===== src/rtl/fe_tx_pkg.sv =====
/*
   Constants, state type and 4B/5B encode table for the 100 Mb/s transmit coding path.
   Assumes a single 250 MHz core clock with the serial rate derived from it.
*/
package fe_tx_pkg;

   // ****************************************
   // clock and serial timing
   // ****************************************
   localparam int CLK_RATE_MHZ = 250;
   localparam int SER_RATE_MHZ = 125;
   localparam int CYC_PER_BIT  = CLK_RATE_MHZ / SER_RATE_MHZ;
   localparam int BITS_PER_CG  = 5;

   localparam logic       BIT_PH_LAST  = 1'(CYC_PER_BIT - 1);
   localparam logic [2:0] BIT_IDX_LAST = 3'(BITS_PER_CG - 1);
   localparam logic [2:0] BIT_IDX_ONE  = 3'h1;

   // ****************************************
   // scrambler
   // ****************************************
   localparam int         LFSR_W      = 11;
   localparam int         LFSR_TAP_HI = 10;
   localparam int         LFSR_TAP_LO = 8;
   localparam int         ADDR_W      = 5;
   localparam logic [5:0] SEED_PAD    = 6'h2b;
   localparam logic [1:0] INIT_DONE   = 2'h3;
   localparam logic [1:0] INIT_STEP   = 2'h1;

   // ****************************************
   // line coding
   // ****************************************
   localparam logic [1:0] MLT_PH_POS  = 2'h1;
   localparam logic [1:0] MLT_PH_NEG  = 2'h3;
   localparam logic [1:0] MLT_PH_STEP = 2'h1;

   // ****************************************
   // nibble path and buffer
   // ****************************************
   localparam int NIB_W      = 4;
   localparam int ENTRY_W    = 6;
   localparam int FIFO_DEPTH = 16;

   typedef logic [4:0] cg_t;

   localparam cg_t CG_IDLE = 5'h1f;
   localparam cg_t CG_J    = 5'h18;
   localparam cg_t CG_K    = 5'h11;
   localparam cg_t CG_T    = 5'h0d;
   localparam cg_t CG_R    = 5'h07;
   localparam cg_t CG_HALT = 5'h04;

   localparam logic [3:0] NIB_IDLE    = 4'h0;
   localparam logic [3:0] NIB_SSD     = 4'h5;
   localparam logic [3:0] NIB_ESD     = 4'h0;
   localparam logic [3:0] NIB_INVALID = 4'h6;

   typedef enum logic [1:0] {
      ST_IDLE = 2'b00,
      ST_SSD2 = 2'b01,
      ST_DATA = 2'b10,
      ST_ESD2 = 2'b11
   } tx_state_e;

   function automatic cg_t enc_4b5b(input logic [3:0] nib);
      cg_t cg;
      case (nib)
         4'h0: cg = 5'h1e;
         4'h1: cg = 5'h09;
         4'h2: cg = 5'h14;
         4'h3: cg = 5'h15;
         4'h4: cg = 5'h0a;
         4'h5: cg = 5'h0b;
         4'h6: cg = 5'h0e;
         4'h7: cg = 5'h0f;
         4'h8: cg = 5'h12;
         4'h9: cg = 5'h13;
         4'ha: cg = 5'h16;
         4'hb: cg = 5'h17;
         4'hc: cg = 5'h1a;
         4'hd: cg = 5'h1b;
         4'he: cg = 5'h1c;
         default: cg = 5'h1d;
      endcase
      return cg;
   endfunction

endpackage


===== src/rtl/fifo_if.sv =====
/*
   Valid/ready carrier between the nibble sampler, the buffer and the encoder.
   Assumes both sides sit on the same clock.
*/
`timescale 1ns/1ps
interface fifo_if #(parameter int W = 6) ();
   logic         push_valid;
   logic         push_ready;
   logic [W-1:0] push_data;
   logic         pop_valid;
   logic         pop_ready;
   logic [W-1:0] pop_data;

   modport fill  (output push_valid, push_data, input push_ready);
   modport drain (input pop_valid, pop_data, output pop_ready);
   modport store (input push_valid, push_data, pop_ready,
                  output push_ready, pop_valid, pop_data);
endinterface


===== src/rtl/sym_fifo.sv =====
/*
   Synchronous FIFO with parameter width and depth, valid/ready on both sides.
   Assumes DEPTH is a power of two and W matches the carrier width.
*/
`timescale 1ns/1ps
module sym_fifo #(
   parameter int W     = 6,
   parameter int DEPTH = 16
) (
   input wire logic clk,
   input wire logic rstn,
   fifo_if.store    f
);
   localparam int AW = $clog2(DEPTH);

   logic [W-1:0] mem [DEPTH];
   logic [AW:0]  wr_q;
   logic [AW:0]  rd_q;
   logic         full;
   logic         empty;

   assign empty        = (wr_q == rd_q);
   assign full         = (wr_q[AW] != rd_q[AW]) && (wr_q[AW-1:0] == rd_q[AW-1:0]);
   assign f.push_ready = !full;
   assign f.pop_valid  = !empty;
   assign f.pop_data   = mem[rd_q[AW-1:0]];

   always_ff @(posedge clk) begin
      if (f.push_valid && !full) begin
         mem[wr_q[AW-1:0]] <= f.push_data;
      end
   end

   always_ff @(posedge clk or negedge rstn) begin
      if (!rstn) begin
         wr_q <= '0;
      end else if (f.push_valid && !full) begin
         wr_q <= wr_q + (AW+1)'(1);
      end
   end

   always_ff @(posedge clk or negedge rstn) begin
      if (!rstn) begin
         rd_q <= '0;
      end else if (f.pop_ready && !empty) begin
         rd_q <= rd_q + (AW+1)'(1);
      end
   end
endmodule


===== src/rtl/cg_decoder.sv =====
/*
   Receive-side 5B to 4B lookup with invalid and misplaced control detection.
   Assumes the caller says whether the code-group lies inside a data field.
*/
`timescale 1ns/1ps
module cg_decoder
   import fe_tx_pkg::*;
(
   input  wire logic [4:0] code_group,
   input  wire logic       in_frame,
   output logic [3:0]      nibble,
   output logic            error
);
   always_comb begin
      nibble = NIB_INVALID;
      error  = 1'b0;
      case (code_group)
         5'h1e: nibble = 4'h0;
         5'h09: nibble = 4'h1;
         5'h14: nibble = 4'h2;
         5'h15: nibble = 4'h3;
         5'h0a: nibble = 4'h4;
         5'h0b: nibble = 4'h5;
         5'h0e: nibble = 4'h6;
         5'h0f: nibble = 4'h7;
         5'h12: nibble = 4'h8;
         5'h13: nibble = 4'h9;
         5'h16: nibble = 4'ha;
         5'h17: nibble = 4'hb;
         5'h1a: nibble = 4'hc;
         5'h1b: nibble = 4'hd;
         5'h1c: nibble = 4'he;
         5'h1d: nibble = 4'hf;
         CG_IDLE: nibble = NIB_IDLE;
         CG_J, CG_K: nibble = NIB_SSD;
         CG_T, CG_R: nibble = NIB_ESD;
         default: error = 1'b1;
      endcase
      // control codes inside a data field count as invalid
      if (in_frame && (code_group == CG_IDLE || code_group == CG_J || code_group == CG_K ||
                       code_group == CG_T || code_group == CG_R)) begin
         error = 1'b1;
      end
      if (error) begin
         nibble = NIB_INVALID;
      end
   end
endmodule


===== src/rtl/fe_tx_coding_path.sv =====
/*
   100 Mb/s transmit coding path: nibble sampling, 4B5B encoding with
   delimiters and HALT substitution, serialiser, scrambler, NRZI and MLT-3
   split; plus the registered receive 5B4B lookup.
   Assumes MII transmit pins and the address strap come from outside the
   clock domain; receive code-groups come from logic on clk.
*/
`timescale 1ns/1ps
// Summary of operation
// - scrambler is 11-bit closed-loop LFSR, one step/bit
// - serial bit XORed with LFSR output
// - scrambler seed taken from PHY address strap
// - NRZI stage always present, never bypassed
// - sixteen data nibbles map to fixed code-groups
// - idle is 11111, decodes to 0000
// - start pair 11000 then 10001, nibble 0101
// - end pair 01101 then 00111, nibble 0000
// - HALT error symbol is 00100
// - invalid code-groups decode to 6h with error
// - control codes inside data flag an error
// - NRZI split into two alternating one streams
// - enable plus error sends HALT per nibble after J/K
// - delimiters never replaced by HALT
// - line carries only three-level coded data
// - J/K replace first two preamble nibbles; T/R end frame
// - idles follow until enable returns
// - code-groups serialised at 125 MHz
module fe_tx_coding_path
   import fe_tx_pkg::*;
(
   input  wire logic              clk,
   input  wire logic              rstn,
   input  wire logic              tx_en,
   input  wire logic              tx_er,
   input  wire logic [NIB_W-1:0]  txd,
   input  wire logic [ADDR_W-1:0] phy_address_strap,
   input  wire logic [4:0]        rx_code_group,
   input  wire logic              rx_code_valid,
   input  wire logic              rx_in_frame,
   output logic                   mlt_pos,
   output logic                   mlt_neg,
   output logic                   tx_fifo_full,
   output logic [NIB_W-1:0]       rx_nibble,
   output logic                   rx_nibble_valid,
   output logic                   rx_error
);

   // ****************************************
   // declarations
   // ****************************************
   logic [ENTRY_W-1:0] tx_meta_q;
   logic [ENTRY_W-1:0] tx_sync_q;
   logic [ADDR_W-1:0]  addr_meta_q;
   logic [ADDR_W-1:0]  addr_sync_q;
   logic [1:0]         init_cnt_q;
   logic               seeded;
   logic               bit_ph_q;
   logic [2:0]         bit_idx_q;
   logic               bit_stb;
   logic               cg_stb;
   tx_state_e          state_q;
   tx_state_e          state_d;
   cg_t                sh_q;
   cg_t                cg_q;
   cg_t                cg_d;
   cg_t                enc_cg;
   logic [ENTRY_W-1:0] cur_entry;
   logic               cur_en;
   logic               cur_er;
   logic [NIB_W-1:0]   cur_nib;
   logic [LFSR_W-1:0]  lfsr_q;
   logic [LFSR_W-1:0]  lfsr_next;
   logic [LFSR_W-1:0]  seed;
   logic               scr_bit;
   logic               nrzi_q;
   logic [1:0]         mlt_ph_q;
   logic [1:0]         mlt_ph_d;
   logic [NIB_W-1:0]   dec_nibble;
   logic               dec_err;
   logic               mlt_pos_q;
   logic               mlt_neg_q;
   logic               tx_fifo_full_q;
   logic [NIB_W-1:0]   rx_nibble_q;
   logic               rx_nibble_valid_q;
   logic               rx_error_q;
   fifo_if #(.W(ENTRY_W)) nib_fifo ();

   // ****************************************
   // input synchronisers
   // ****************************************
   always_ff @(posedge clk or negedge rstn) begin
      if (!rstn) begin
         tx_meta_q <= '0;
         tx_sync_q <= '0;
      end else begin
         tx_meta_q <= {tx_en, tx_er, txd};
         tx_sync_q <= tx_meta_q;
      end
   end

   always_ff @(posedge clk or negedge rstn) begin
      if (!rstn) begin
         addr_meta_q <= '0;
         addr_sync_q <= '0;
      end else begin
         addr_meta_q <= phy_address_strap;
         addr_sync_q <= addr_meta_q;
      end
   end

   // ****************************************
   // start-up: wait for the strap to settle
   // ****************************************
   always_ff @(posedge clk or negedge rstn) begin
      if (!rstn) begin
         init_cnt_q <= '0;
      end else if (init_cnt_q != INIT_DONE) begin
         init_cnt_q <= init_cnt_q + INIT_STEP;
      end
   end

   assign seeded = (init_cnt_q == INIT_DONE);

   // ****************************************
   // bit and code-group timing
   // ****************************************
   assign bit_stb = (bit_ph_q == BIT_PH_LAST);
   assign cg_stb  = bit_stb && (bit_idx_q == BIT_IDX_LAST);
   always_ff @(posedge clk or negedge rstn) begin
      if (!rstn) begin
         bit_ph_q <= 1'b0;
      end else begin
         bit_ph_q <= ~bit_ph_q;
      end
   end

   always_ff @(posedge clk or negedge rstn) begin
      if (!rstn) begin
         bit_idx_q <= '0;
      end else if (cg_stb) begin
         bit_idx_q <= '0;
      end else if (bit_stb) begin
         bit_idx_q <= bit_idx_q + BIT_IDX_ONE;
      end
   end

   // ****************************************
   // nibble sampling through the buffer
   // ****************************************
   // one nibble per code-group slot; a full buffer drops the sample
   assign nib_fifo.push_valid = cg_stb;
   assign nib_fifo.push_data  = tx_sync_q;
   assign nib_fifo.pop_ready  = cg_stb && seeded;
   always_ff @(posedge clk or negedge rstn) begin
      if (!rstn) begin
         tx_fifo_full_q <= 1'b0;
      end else begin
         tx_fifo_full_q <= !nib_fifo.push_ready;
      end
   end
   sym_fifo #(
      .W     (ENTRY_W),
      .DEPTH (FIFO_DEPTH)
   ) u_nib_fifo (
      .clk  (clk),
      .rstn (rstn),
      .f    (nib_fifo)
   );
   // underrun reads as enable low
   assign cur_entry = nib_fifo.pop_valid ? nib_fifo.pop_data : '0;
   assign cur_en    = cur_entry[ENTRY_W-1];
   assign cur_er    = cur_entry[ENTRY_W-2];
   assign cur_nib   = cur_entry[NIB_W-1:0];
   assign enc_cg    = enc_4b5b(cur_nib);

   // ****************************************
   // code-group encoder
   // ****************************************
   always_comb begin
      state_d = state_q;
      cg_d    = CG_IDLE;
      case (state_q)
         ST_IDLE: begin
            if (cur_en) begin
               cg_d    = CG_J;
               state_d = ST_SSD2;
            end else begin
               cg_d = CG_IDLE;
            end
         end
         ST_SSD2: begin
            cg_d    = CG_K;
            state_d = ST_DATA;
         end
         ST_DATA: begin
            if (!cur_en) begin
               cg_d    = CG_T;
               state_d = ST_ESD2;
            end else if (cur_er) begin
               cg_d = CG_HALT;
            end else begin
               cg_d = enc_cg;
            end
         end
         ST_ESD2: begin
            cg_d    = CG_R;
            state_d = ST_IDLE;
         end
         default: begin
            state_d = ST_IDLE;
         end
      endcase
   end

   always_ff @(posedge clk or negedge rstn) begin
      if (!rstn) begin
         state_q <= ST_IDLE;
         cg_q    <= CG_IDLE;
      end else if (cg_stb && seeded) begin
         state_q <= state_d;
         cg_q    <= cg_d;
      end
   end

   // ****************************************
   // serialiser, first bit leftmost
   // ****************************************
   always_ff @(posedge clk or negedge rstn) begin
      if (!rstn) begin
         sh_q <= CG_IDLE;
      end else if (cg_stb) begin
         sh_q <= seeded ? cg_d : CG_IDLE;
      end else if (bit_stb) begin
         sh_q <= {sh_q[3:0], 1'b0};
      end
   end

   // ****************************************
   // scrambler
   // ****************************************
   assign seed      = {addr_sync_q, SEED_PAD};
   assign lfsr_next = {lfsr_q[LFSR_W-2:0], lfsr_q[LFSR_TAP_HI] ^ lfsr_q[LFSR_TAP_LO]};
   assign scr_bit   = sh_q[4] ^ lfsr_q[LFSR_TAP_HI];

   always_ff @(posedge clk or negedge rstn) begin
      if (!rstn) begin
         lfsr_q <= {{(LFSR_W-1){1'b0}}, 1'b1};
      end else if (!seeded || lfsr_q == '0) begin
         lfsr_q <= seed;
      end else if (bit_stb) begin
         lfsr_q <= lfsr_next;
      end
   end

   // ****************************************
   // NRZI and MLT-3 split
   // ****************************************
   always_ff @(posedge clk or negedge rstn) begin
      if (!rstn) begin
         nrzi_q <= 1'b0;
      end else if (bit_stb) begin
         nrzi_q <= nrzi_q ^ scr_bit;
      end
   end

   // each NRZI transition steps the three-level cycle 0,+,0,-
   assign mlt_ph_d = (bit_stb && scr_bit) ? mlt_ph_q + MLT_PH_STEP : mlt_ph_q;

   always_ff @(posedge clk or negedge rstn) begin
      if (!rstn) begin
         mlt_ph_q  <= '0;
         mlt_pos_q <= 1'b0;
         mlt_neg_q <= 1'b0;
      end else begin
         mlt_ph_q  <= mlt_ph_d;
         mlt_pos_q <= (mlt_ph_d == MLT_PH_POS);
         mlt_neg_q <= (mlt_ph_d == MLT_PH_NEG);
      end
   end

   // ****************************************
   // receive lookup
   // ****************************************
   cg_decoder u_cg_decoder (
      .code_group (rx_code_group),
      .in_frame   (rx_in_frame),
      .nibble     (dec_nibble),
      .error      (dec_err)
   );

   always_ff @(posedge clk or negedge rstn) begin
      if (!rstn) begin
         rx_nibble_q       <= '0;
         rx_error_q        <= 1'b0;
         rx_nibble_valid_q <= 1'b0;
      end else begin
         rx_nibble_valid_q <= rx_code_valid;
         if (rx_code_valid) begin
            rx_nibble_q <= dec_nibble;
            rx_error_q  <= dec_err;
         end else begin
            rx_error_q <= 1'b0;
         end
      end
   end

   // ****************************************
   // outputs
   // ****************************************
   assign mlt_pos         = mlt_pos_q;
   assign mlt_neg         = mlt_neg_q;
   assign tx_fifo_full    = tx_fifo_full_q;
   assign rx_nibble       = rx_nibble_q;
   assign rx_nibble_valid = rx_nibble_valid_q;
   assign rx_error        = rx_error_q;
endmodule


===== config.mk =====
export PLATFORM = sky130hd
export DESIGN_NAME = fe_tx_coding_path
export DESIGN_NICKNAME = d
export VERILOG_FILES = /design/src/rtl/fe_tx_pkg.sv /design/src/rtl/fifo_if.sv /design/src/rtl/sym_fifo.sv /design/src/rtl/cg_decoder.sv /design/src/rtl/fe_tx_coding_path.sv
export SDC_FILE = /design/constraint.sdc
export NUM_CORES = 1
export LEC_CHECK = 0
export ABC_AREA = 1
export BUFFER_PORTS_ARGS = -buffer_cell sky130_fd_sc_hd__clkbuf_2
export CAP_MARGIN = 15
export CORE_UTILIZATION = 40
export DETAILED_ROUTE_END_ITERATION = 10
export PLACE_DENSITY_LB_ADDON = 0.3
export REMOVE_ABC_BUFFERS = 1
export SLEW_MARGIN = 30
export SYNTH_ARGS = -nofsm -noshare
export SYNTH_HDL_FRONTEND = slang
export SYNTH_HIERARCHICAL = 1
export SYNTH_SLANG_ARGS = --single-unit

===== constraint.sdc =====
create_clock -name clk -period 2.4 [get_ports clk]
set_input_delay 0 -clock clk [delete_from_list [all_inputs] [get_ports clk]]
set_output_delay 0 -clock clk [all_outputs]
set_load 0.02 [all_outputs]

==> out/qor.csv, run 1 <==
metric;value;unit
power;6020;µW
postCtsSetupBuffers;0;
rsz0062_at_grt;false;
core_area;18100;µm²
setup_viol;0;
pin_count;29;
grt_max_degree;38;
cp-end-kind;register;
drtIter0Drc;442;
status;finished clean;
fmax;471;MHz
synth_compound_area_frac;0.0471;
timing.critical_path.cells;inv_2 -> nand2_1 -> nand2_1 -> nor2_2 -> nand3_4 -> nand2_1 -> nor2_1;
layout_commonest_cell;nand2_1;
syn_to_final_growth;14.9;%
r2r_end;u_nib_fifo/mem[11][0]$_DFFE_PP_;
period_needed;2.12;ns
nets;859;
cts_tree;done;
r2r-start;u_nib_fifo/rd_q[1]$_DFFE_PN0P_;
synth_mux_area_frac;0.00752;
finalInstanceArea;8610;µm²
vdd_drop_max;552;µV
clk_pin_slew;0.07;ns
die-height;139;µm
syn_inst;779;
fp-row-count;49;
synth_top_family_by_area;simple AND/OR/NAND/NOR gates;
antenna_found_initial;0;
fp.dieW;139;µm
layout_common_cells;225 x nand2_1, 109 x nor2_1, 96 x edfxtp_1;
synthAdderAreaFrac;0.0184;
n_antenna_cell;0;
via_count;5261;
gr-usage-met2;0.271;
synth_area;7490;µm²
top_usage_layer;met2;
yosysSeqAreaShare;0.610;
crit_path_top_delay_cell;nor2_1;
cp-start-kind;register;
cts_buffers;17;
first_global_vias;4940;
slew_headroom;0.512;
vias_per_cell;4.92;
ant_nets;0;
hold_viol_final;0;
htreeDepth;4;
power_density;700;nW/µm²
p_leak;0.00375;µW
hpwlAfterDp;10.2;mm
worst_slack;0.278;ns
dpl_cell_area;7890;µm²
postCtsHoldBufs;14;
globalRouteMet1Util;0.230;
crit_type;register to register;
dp_cells;1024;
final_cells;1070;
drc;0;
cts_root_buf;clkbuf_16;
drive_gt1_frac;0.159;
ys_warn_count;6;
max_stage_delay;0.44;ns
cp_max_fo;20;
post-route-period-util;0.884;
final_util;0.474;
r2r_setup_slack;0.28;ns
final_max_slew_viol_count;0;
grt_use_met3;0.0321;
synth_cell_types;41;
routedWlPerCell;14.5;µm
clk_latency;0.43;ns
cap_viol_max_count;0;
synth.avg_cell_area;9.61;µm²
synth-seq-cells;163;
pre_cts_slack;0.293;ns
tightestPinTransition;0.733;ns
cts_resized;0;
cts.sinks;163;
yosys.area_share.simple;0.257;
required;2.47;ns
cts_buffer_depth;2;
min_path_type;input port to asynchronous set/reset pin;
dr.pass1.iters;5;
cp_common_cell;nand2_1;
gp_congestion;0.891;
die-area;19300;µm²
reg2reg_depth;7;
grt_overflow;0;
start_util;0.413;
finClkSkew;0.0105;ns
grt_pass1_wl;25.1;mm
synth_xor_area_frac;0.00702;
arrival;2.19;ns
portBuffers;28;
routed_wl;15.5;mm
grt_usage;0.170;
==> registers in the layout (all words and copies together) (netlist names), 6 cells and up <==
register / cells
tx_meta_q: 6
lfsr_q: 11
u_nib_fifo/mem: 96
nib_fifo.push_data: 6
==> worst max-delay path: cells and delay by family (launching register included) <==
family | cells | cell delay, ns
AND/OR/NAND/NOR | 6 | 0.99
buffers and inverters | 1 | 0.35
flip-flops | 1 | 0.42
==> per-stage QoR <==
step                hold WS, ns  setup TNS, ns
floorplan                -0.296         -16.36
global placement         0.0236              0
detailed placement       0.0231              0
CTS                      0.0922              0
finish                   0.0857              0
global route              0.124              0
==> layout make-up <==
class / count / area (µm²)
multi-input cells: 529 / 2530
well taps: 229 / 287
clock inverters: 13 / 113
flip-flops and latches: 163 / 4570
inverters: 59 / 224
fillers: 1694 / 9540
clock buffers: 19 / 464
repair buffers: 58 / 425
==> synthesized netlist by cell type, drive strengths merged <==
library cell / n / area (µm²)
buf: 23 / 151
nand3: 69 / 380
nor2: 125 / 528
or2: 1 / 6.26
o21ai: 52 / 260
xnor2: 2 / 17.5
clkbuf: 5 / 20.0
dfstp: 6 / 158
inv: 58 / 220
nand3b: 5 / 41.3
dfrtp: 61 / 1530
xor2: 4 / 35.0
a21oi: 6 / 41.3
nand2: 237 / 935
mux2: 5 / 56.3
edfxtp: 96 / 2880
o211ai: 4 / 35.0
nor3: 1 / 5.00
o21a: 1 / 7.51
nand4: 5 / 31.3
ha: 11 / 138
o2111ai: 1 / 8.76
clkinv: 1 / 3.75
==> per-layer routing <==
layer / part of all wire / routed length, µm / up-vias
met5: 0 / 0 / -
met4: 0.014 / 220 / 0
met3: 0.039 / 612 / 16
met2: 0.47 / 7310 / 127
met1: 0.48 / 7400 / 2477
li1: - / - / 2641
==> how the worst max path moves through the flow <==
stage / start / endpoint / slack (ns) / depth (start not counted)
floorplan: u_nib_fifo/rd_q[0]$_DFFE_PN0P_ / sh_q[0]$_DFFE_PN1P_ / -0.40 / 12
global placement: u_nib_fifo/rd_q[1]$_DFFE_PN0P_ / u_nib_fifo/mem[11][3]$_DFFE_PP_ / 0.30 / 7
detailed placement: u_nib_fifo/rd_q[1]$_DFFE_PN0P_ / u_nib_fifo/mem[11][3]$_DFFE_PP_ / 0.29 / 7
CTS: u_nib_fifo/rd_q[1]$_DFFE_PN0P_ / u_nib_fifo/mem[11][0]$_DFFE_PP_ / 0.28 / 7
global route: u_nib_fifo/rd_q[1]$_DFFE_PN0P_ / u_nib_fifo/mem[11][5]$_DFFE_PP_ / 0.16 / 7
finish: u_nib_fifo/rd_q[1]$_DFFE_PN0P_ / u_nib_fifo/mem[11][0]$_DFFE_PP_ / 0.28 / 7
==> power breakdown <==
part	internal, µW	switching, µW	leakage [µW]
clock network	1450	1170	0.000291
registers	3060	68.8	0.00166
logic	109	164	0.00180
total	4620	1410	0.00375
==> cell families (layout without fill, tap and decap cells) <==
kind of cell             count (synthesis)  count (layout)
multiplexers                             5               5
flip-flops                             163             163
AND/OR/NAND/NOR                        443             443
buffers and inverters                   87             149
XOR/XNOR                                 6               6
AO/OA/AOI/OAI                           64              64
adder cells (fa/ha/maj)                 11              11
No activity file was read; power rests on OpenSTA's default activity.
==> run 2, diff against run 1 <==
--- a/config.mk
+++ b/config.mk
@@ -10,7 +10,8 @@
 export CAP_MARGIN = 15
 export CORE_UTILIZATION = 40
 export DETAILED_ROUTE_END_ITERATION = 10
-export PLACE_DENSITY_LB_ADDON = 0.3
+export GPL_ROUTABILITY_DRIVEN = 0
+export GPL_TIMING_DRIVEN = 0
 export REMOVE_ABC_BUFFERS = 1
 export SLEW_MARGIN = 30
 export SYNTH_ARGS = -nofsm -noshare
==> run 2 against run 1 <==
Compared with the run above: non-clock buffer count fell by 11; fmax fell by 2.1%; routed wire length fell by 1.1%; first-iteration DRC count fell by 29%; hold slack improved by 0.0079 ns; total power fell by 2.1%; worst setup slack got worse by 0.045 ns; count of clock-buffer cells in the layout fell by 2; flip-flop and latch count did not move; critical path depth did not move; critical path type unchanged.
==> out/qor.csv, run 2 (synthesized netlist as in run 1, its figures left out) <==
metric;value;unit;change
power_frac_clock;0.424;;-0.012
finClkSkew;0.00886;ns;-0.00166 ns
drc;0;;unchanged
path_buf_inv;1;;unchanged
grt_overflow;0;;unchanged
post-route-period-util;0.903;;+0.0188
core_area;18100;µm²;unchanged
fp.dieW;139;µm;unchanged
vias_per_cell;4.93;;+0.25%
final_max_slew_viol_count;0;;unchanged
final_cells;1059;;-1.0%
final_util;0.472;;-0.00200
crit_path_top_delay_cell;dfrtp_4;;
cts_buffers;17;;unchanged
cts_tree;done;;
cap_viol_max_count;0;;unchanged
die-height;139;µm;unchanged
routed_wl;15.4;mm;-1.1%
nets;848;;-1.3%
cp-start-kind;register;;
clk_pin_slew;0.06;ns;about the same
status;finished clean;;
hpwlAfterDp;9.58;mm;-6.1%
antenna_found_initial;0;;unchanged
setup_viol;0;;unchanged
slew_headroom;0.549;;+0.0378
internal_power;4520;µW;-2.1%
routedWlPerCell;14.5;µm;about the same
rsz0062_at_grt;false;;
start_util;0.413;;unchanged
p_leak;0.00369;µW;-1.6%
via_count;5220;;-0.78%
period_needed;2.17;ns;+0.0450 ns
timing.critical_path.cells;inv_4 -> nand2_1 -> nand2_1 -> nor2_2 -> nand3_4 -> nand2_4 -> nor2_2;;
finalInstanceArea;8570;µm²;-0.42%
hold_viol_final;0;;unchanged
switching_share;0.234;;+0.000452
required;2.48;ns;about the same
reg2reg_depth;7;;unchanged
pin_count;29;;unchanged
p_switching;1380;µW;-1.9%
max_stage_delay;0.60;ns;+0.16 ns
fmax;462;MHz;-2.1%
grt_pass1_wl;25.3;mm;+0.74%
cp-end-kind;register;;
tightestPinTransition;0.676;ns;-0.0568 ns
largest_reg_flops;96;;unchanged
cts.sinks;163;;unchanged
die-area;19300;µm²;unchanged
cts_root_buf;clkbuf_16;;
power_density;689;nW/µm²;-1.6%
p_comb_frac;0.047;;+0.002
grt_max_degree;52;;+37%
min_path_type;input port to asynchronous set/reset pin;;
drive_gt1_frac;0.159;;-0.000298
layout_commonest_cell;nand2_1;;
portBuffers;28;;unchanged
drtIter0Drc;314;;-29%
dp_cells;1010;;-1.4%
layout_common_cells;225 x nand2_1, 104 x nor2_1, 96 x edfxtp_1;;
dr.pass1.iters;4;;-1
cts_buffer_depth;2;;unchanged
first_global_vias;5090;;+3.0%
ant_nets;0;;unchanged
n_antenna_cell;0;;unchanged
cp_num_cells;7;;unchanged
htreeDepth;4;;unchanged
dpl_cell_area;7790;µm²;-1.3%
clk_latency;0.43;ns;about the same
crit_family;simple AND/OR/NAND/NOR gates;;
cp_max_fo;20;;unchanged
grt_usage;0.171;;+0.00117
power;5900;µW;-2.1%
crit_type;register to register;;
vdd_drop_max;564;µV;+2.3%
fp-row-count;49;;unchanged
seq_power_share;0.529;;+0.010
syn_to_final_growth;14.4;%;
arrival;2.25;ns;+0.06 ns
## run 2: final cells by class
class / instances / area [µm²]
Sequential cell: 163 / 4580
Tap cell: 229 / 287
Timing Repair Buffer: 47 / 359
Multi-Input combinational cell: 529 / 2560
Inverter: 59 / 243
Clock inverter: 15 / 123
Fill cell: 1692 / 9580
Clock buffer: 17 / 425
## run 2: through the flow
| stage | worst slack [ns] | hold slack (ns) | setup TNS [ns] |
|---|---|---|---|
| 3_3_place_gp | -1.65 | 0.109 | -151.57 |
| 3_5_place_dp | -0.563 | 0.0247 | -41.41 |
| 6_report | 0.233 | 0.0936 | 0 |
| 2_1_floorplan | -0.399 | -0.296 | -16.36 |
| 5_1_grt | 0.000141 | 0.148 | 0 |
| 4_1_cts | 0.0478 | 0.107 | 0 |
## run 2: worst reg2reg max path, cell delays in order (launching register included)
cell and delay [ns]:
dfrtp_4 0.60, inv_4 0.26, nand2_1 0.08, nand2_1 0.08, nor2_2 0.07, nand3_4 0.14, nand2_4 0.19, nor2_2 0.39
## run 2: repair_timing
item,in CTS,in global routing
hold buffers,14,0
endpoints found under the hold margin,80,0
buffers inserted,1,2
pin swaps,0,0
gates resized for setup,14,5
setup endpoints to repair,103,29
## run 2: path summary, 6_finish.rpt
check                                                from                         endpoint  slack [ns]
min                                                  rstn   u_nib_fifo/rd_q[1]$_DFFE_PN0P_        0.09
min in group clk                         rx_code_group[1]         rx_nibble[3]$_DFFE_PN0P_        0.15
max                        u_nib_fifo/rd_q[1]$_DFFE_PN0P_  u_nib_fifo/mem[13][4]$_DFFE_PP_        0.23
max reg2reg                u_nib_fifo/rd_q[1]$_DFFE_PN0P_  u_nib_fifo/mem[13][4]$_DFFE_PP_        0.23
max in group asynchronous                            rstn              sh_q[0]$_DFFE_PN1P_        1.69
min reg2reg                        tx_meta_q[4]$_DFF_PN0_  nib_fifo.push_data[4]$_DFF_PN0_        0.35
## run 2: per-layer routing
metal,global-route usage,share of wire,vias up
li1,-,-,2621
met1,0.212,0.45,2474
met2,0.295,0.50,106
met3,0.0331,0.036,19
met4,0.0684,0.017,0
met5,0,0,-
## run 2: power groups by stage
stage / Sequential [µW] / Combinational, µW / Clock [µW]
global route: 3130 / 319 / 2660
floorplan: 3190 / 129 / 0
finish: 3120 / 277 / 2500
global placement: 3180 / 253 / 0
CTS: 3120 / 279 / 2540
detailed placement: 3180 / 262 / 0
==> run 3, diff against run 2 <==
--- a/config.mk
+++ b/config.mk
@@ -8,11 +8,13 @@
 export ABC_AREA = 1
 export BUFFER_PORTS_ARGS = -buffer_cell sky130_fd_sc_hd__clkbuf_2
 export CAP_MARGIN = 15
+export CORE_MARGIN = 2
 export CORE_UTILIZATION = 40
 export DETAILED_ROUTE_END_ITERATION = 10
 export GPL_ROUTABILITY_DRIVEN = 0
 export GPL_TIMING_DRIVEN = 0
 export REMOVE_ABC_BUFFERS = 1
+export SKIP_LAST_GASP = 1
 export SLEW_MARGIN = 30
 export SYNTH_ARGS = -nofsm -noshare
 export SYNTH_HDL_FRONTEND = slang
==> run 3 against run 2 <==
Compared with the run above: largest power group unchanged; worst setup slack got worse by 0.054 ns; critical path depth rose by 5; routed wire length rose by 0.31%; total power rose by 1.2%; via count fell by 1.0%; clock skew fell by 0.0015 ns; utilization fell by 0.73 points; cell count rose by 0.66%; register-to-register slack got worse by 0.05 ns; largest cell class unchanged; clock power rose by 3%; count of clock-buffer cells in the layout rose by 2.
==> out/qor.csv, run 3 (synthesized netlist as in run 1, its figures left out) <==
metric;value;unit;change
status;finished clean;;
hpwlAfterDp;9.53;mm;-0.55%
routedWlPerCell;14.5;µm;-0.35%
portBuffers;28;;unchanged
ant_nets;0;;unchanged
fin_hold_ws;0.104;ns;+0.00998 ns
antenna_found_initial;0;;unchanged
final-seq-area;4570;µm²;about the same
n_antenna_cell;0;;unchanged
finClkSkew;0.00731;ns;-0.00155 ns
nets;850;;+0.24%
post-route-period-util;0.925;;+0.0225
arrival;2.58;ns;+0.33 ns
grt_overflow;0;;unchanged
drive_gt1_frac;0.157;;-0.00158
r2r_end;sh_q[0]$_DFFE_PN1P_;;
first_global_vias;4981;;-2.1%
min_path_type;input port to asynchronous set/reset pin;;
layout_common_cells;224 x nand2_1, 104 x nor2_1, 96 x edfxtp_1;;
multi_input_area;2550;µm²;-0.29%
core_area;18500;µm²;+2.0%
cp-start-kind;register;;
fill_cells;1702;;+0.59%
reg2reg_depth;12;;+5
grt_pass1_wl;25.3;mm;about the same
p_leak;0.00369;µW;about the same
vdd_drop_max;573;µV;+1.5%
hold_viol_final;0;;unchanged
layout_commonest_cell;nand2_1;;
power_density;694;nW/µm²;+0.73%
final_util;0.465;;-0.00728
pin_count;29;;unchanged
required;2.76;ns;+0.28 ns
dr.pass1.iters;5;;+1
routed_wl;15.4;mm;+0.31%
slew_headroom;0.505;;-0.0445
setup_viol;0;;unchanged
fmax;450;MHz;-2.4%
die-area;19800;µm²;+2.9%
htreeDepth;4;;unchanged
cap_viol_max_count;0;;unchanged
start_util;0.404;;-0.00825
fp-row-count;50;;+2.0%
grt_usage;0.165;;-0.00625
cp_max_fo;16;;-20%
syn_to_final_growth;15.0;%;
crit_type;register to register;;
rsz0062_at_grt;true;;
final_max_slew_viol_count;0;;unchanged
via_count;5168;;-1.0%
cts_tree;done;;
largest_reg_flops;96;;unchanged
cp-end-kind;register;;
drtIter0Drc;242;;-23%
grt_max_degree;52;;unchanged
r2r-start;u_nib_fifo/rd_q[2]$_DFFE_PN0P_;;
clk_latency;0.42;ns;about the same
vias_per_cell;4.85;;-1.6%
cts.sinks;163;;unchanged
tns;0;ns;unchanged
die-height;141;µm;+1.4%
drc;0;;unchanged
cts_buffers;17;;unchanged
tightestPinTransition;0.743;ns;+0.0668 ns
clk_pin_slew;0.06;ns;about the same
period_needed;2.22;ns;+0.0540 ns
critPathLaunch;u_nib_fifo/rd_q[2]$_DFFE_PN0P_;;
cts_root_buf;clkbuf_16;;
r2r_setup_slack;0.18;ns;-0.05 ns
fp.dieW;141;µm;+1.4%
cts_buffer_depth;2;;unchanged
## run 3: cell count changes in the layout (fill, tap and decap cells not counted), sizes merged
cell,delta
clkinv,-5
clkinvlp,+5
inv,-3
buf,+2
clkbuf,+2
bufinv,+1
## run 3: what timing repair did
item                                   4_1_cts  5_1_grt
hold buffers                                14        0
buffers inserted                             2        2
gates cloned                                 0        1
resized for setup                           13        5
setup endpoints to repair                  103       59
endpoints found under the hold margin       79        0
## run 3: final cells by class
type                            count  share of cell area
Clock inverter                     13              0.0147
Multi-Input combinational cell    529               0.296
Sequential cell                   163               0.531
Timing Repair Buffer               49              0.0443
Clock buffer                       19              0.0503
Tap cell                          234              0.0340
Inverter                           59              0.0294
## run 3: worst max-delay path by stage
stage / endpoint / cells past startpoint
2_1_floorplan: sh_q[0]$_DFFE_PN1P_ / 12
3_3_place_gp: sh_q[0]$_DFFE_PN1P_ / 12
3_5_place_dp: u_nib_fifo/mem[0][5]$_DFFE_PP_ / 8
4_1_cts: sh_q[0]$_DFFE_PN1P_ / 17
5_1_grt: sh_q[0]$_DFFE_PN1P_ / 12
6_report: sh_q[0]$_DFFE_PN1P_ / 12
## run 3: through the flow
stage          area (µm²)  instances  setup WS, ns  power (µW)
2_1_floorplan        7320        751        -0.399        3320
3_3_place_gp         7750       1013         -1.66        3430
3_5_place_dp         7790       1015        -0.600        3440
4_1_cts              8550       1063        0.0431        6040
5_1_grt              8610       1066       -0.0448        6200
6_report             8610       1066         0.179        5970
## run 3: routing by layer
layer,vias to the layer above,track usage,part of all wire
met3,19,0.0387,0.034
met1,2423,0.216,0.47
met5,-,0,0
met4,0,0.0600,0.022
li1,2622,-,-
met2,104,0.271,0.48
## run 3: worst max-delay path, stage by stage, from the launching register on
cell     delay (ns)
dfrtp_1        0.63
inv_1          0.27
nand2_1        0.13
nand2_2        0.07
nor2_4         0.16
nand3_4        0.20
nand2_2        0.18
inv_1          0.08
nand2_1        0.06
nand2_1        0.04
a21oi_1        0.15
o21ai_0        0.11
nand2_1        0.08
## run 3: power breakdown
part	total, µW	leakage [µW]	internal (µW)	switching [µW]
clock	2570	0.000260	1450	1130
sequential	3120	0.00166	3060	65.3
combinational	276	0.00177	111	165
total	5970	0.00369	4610	1360
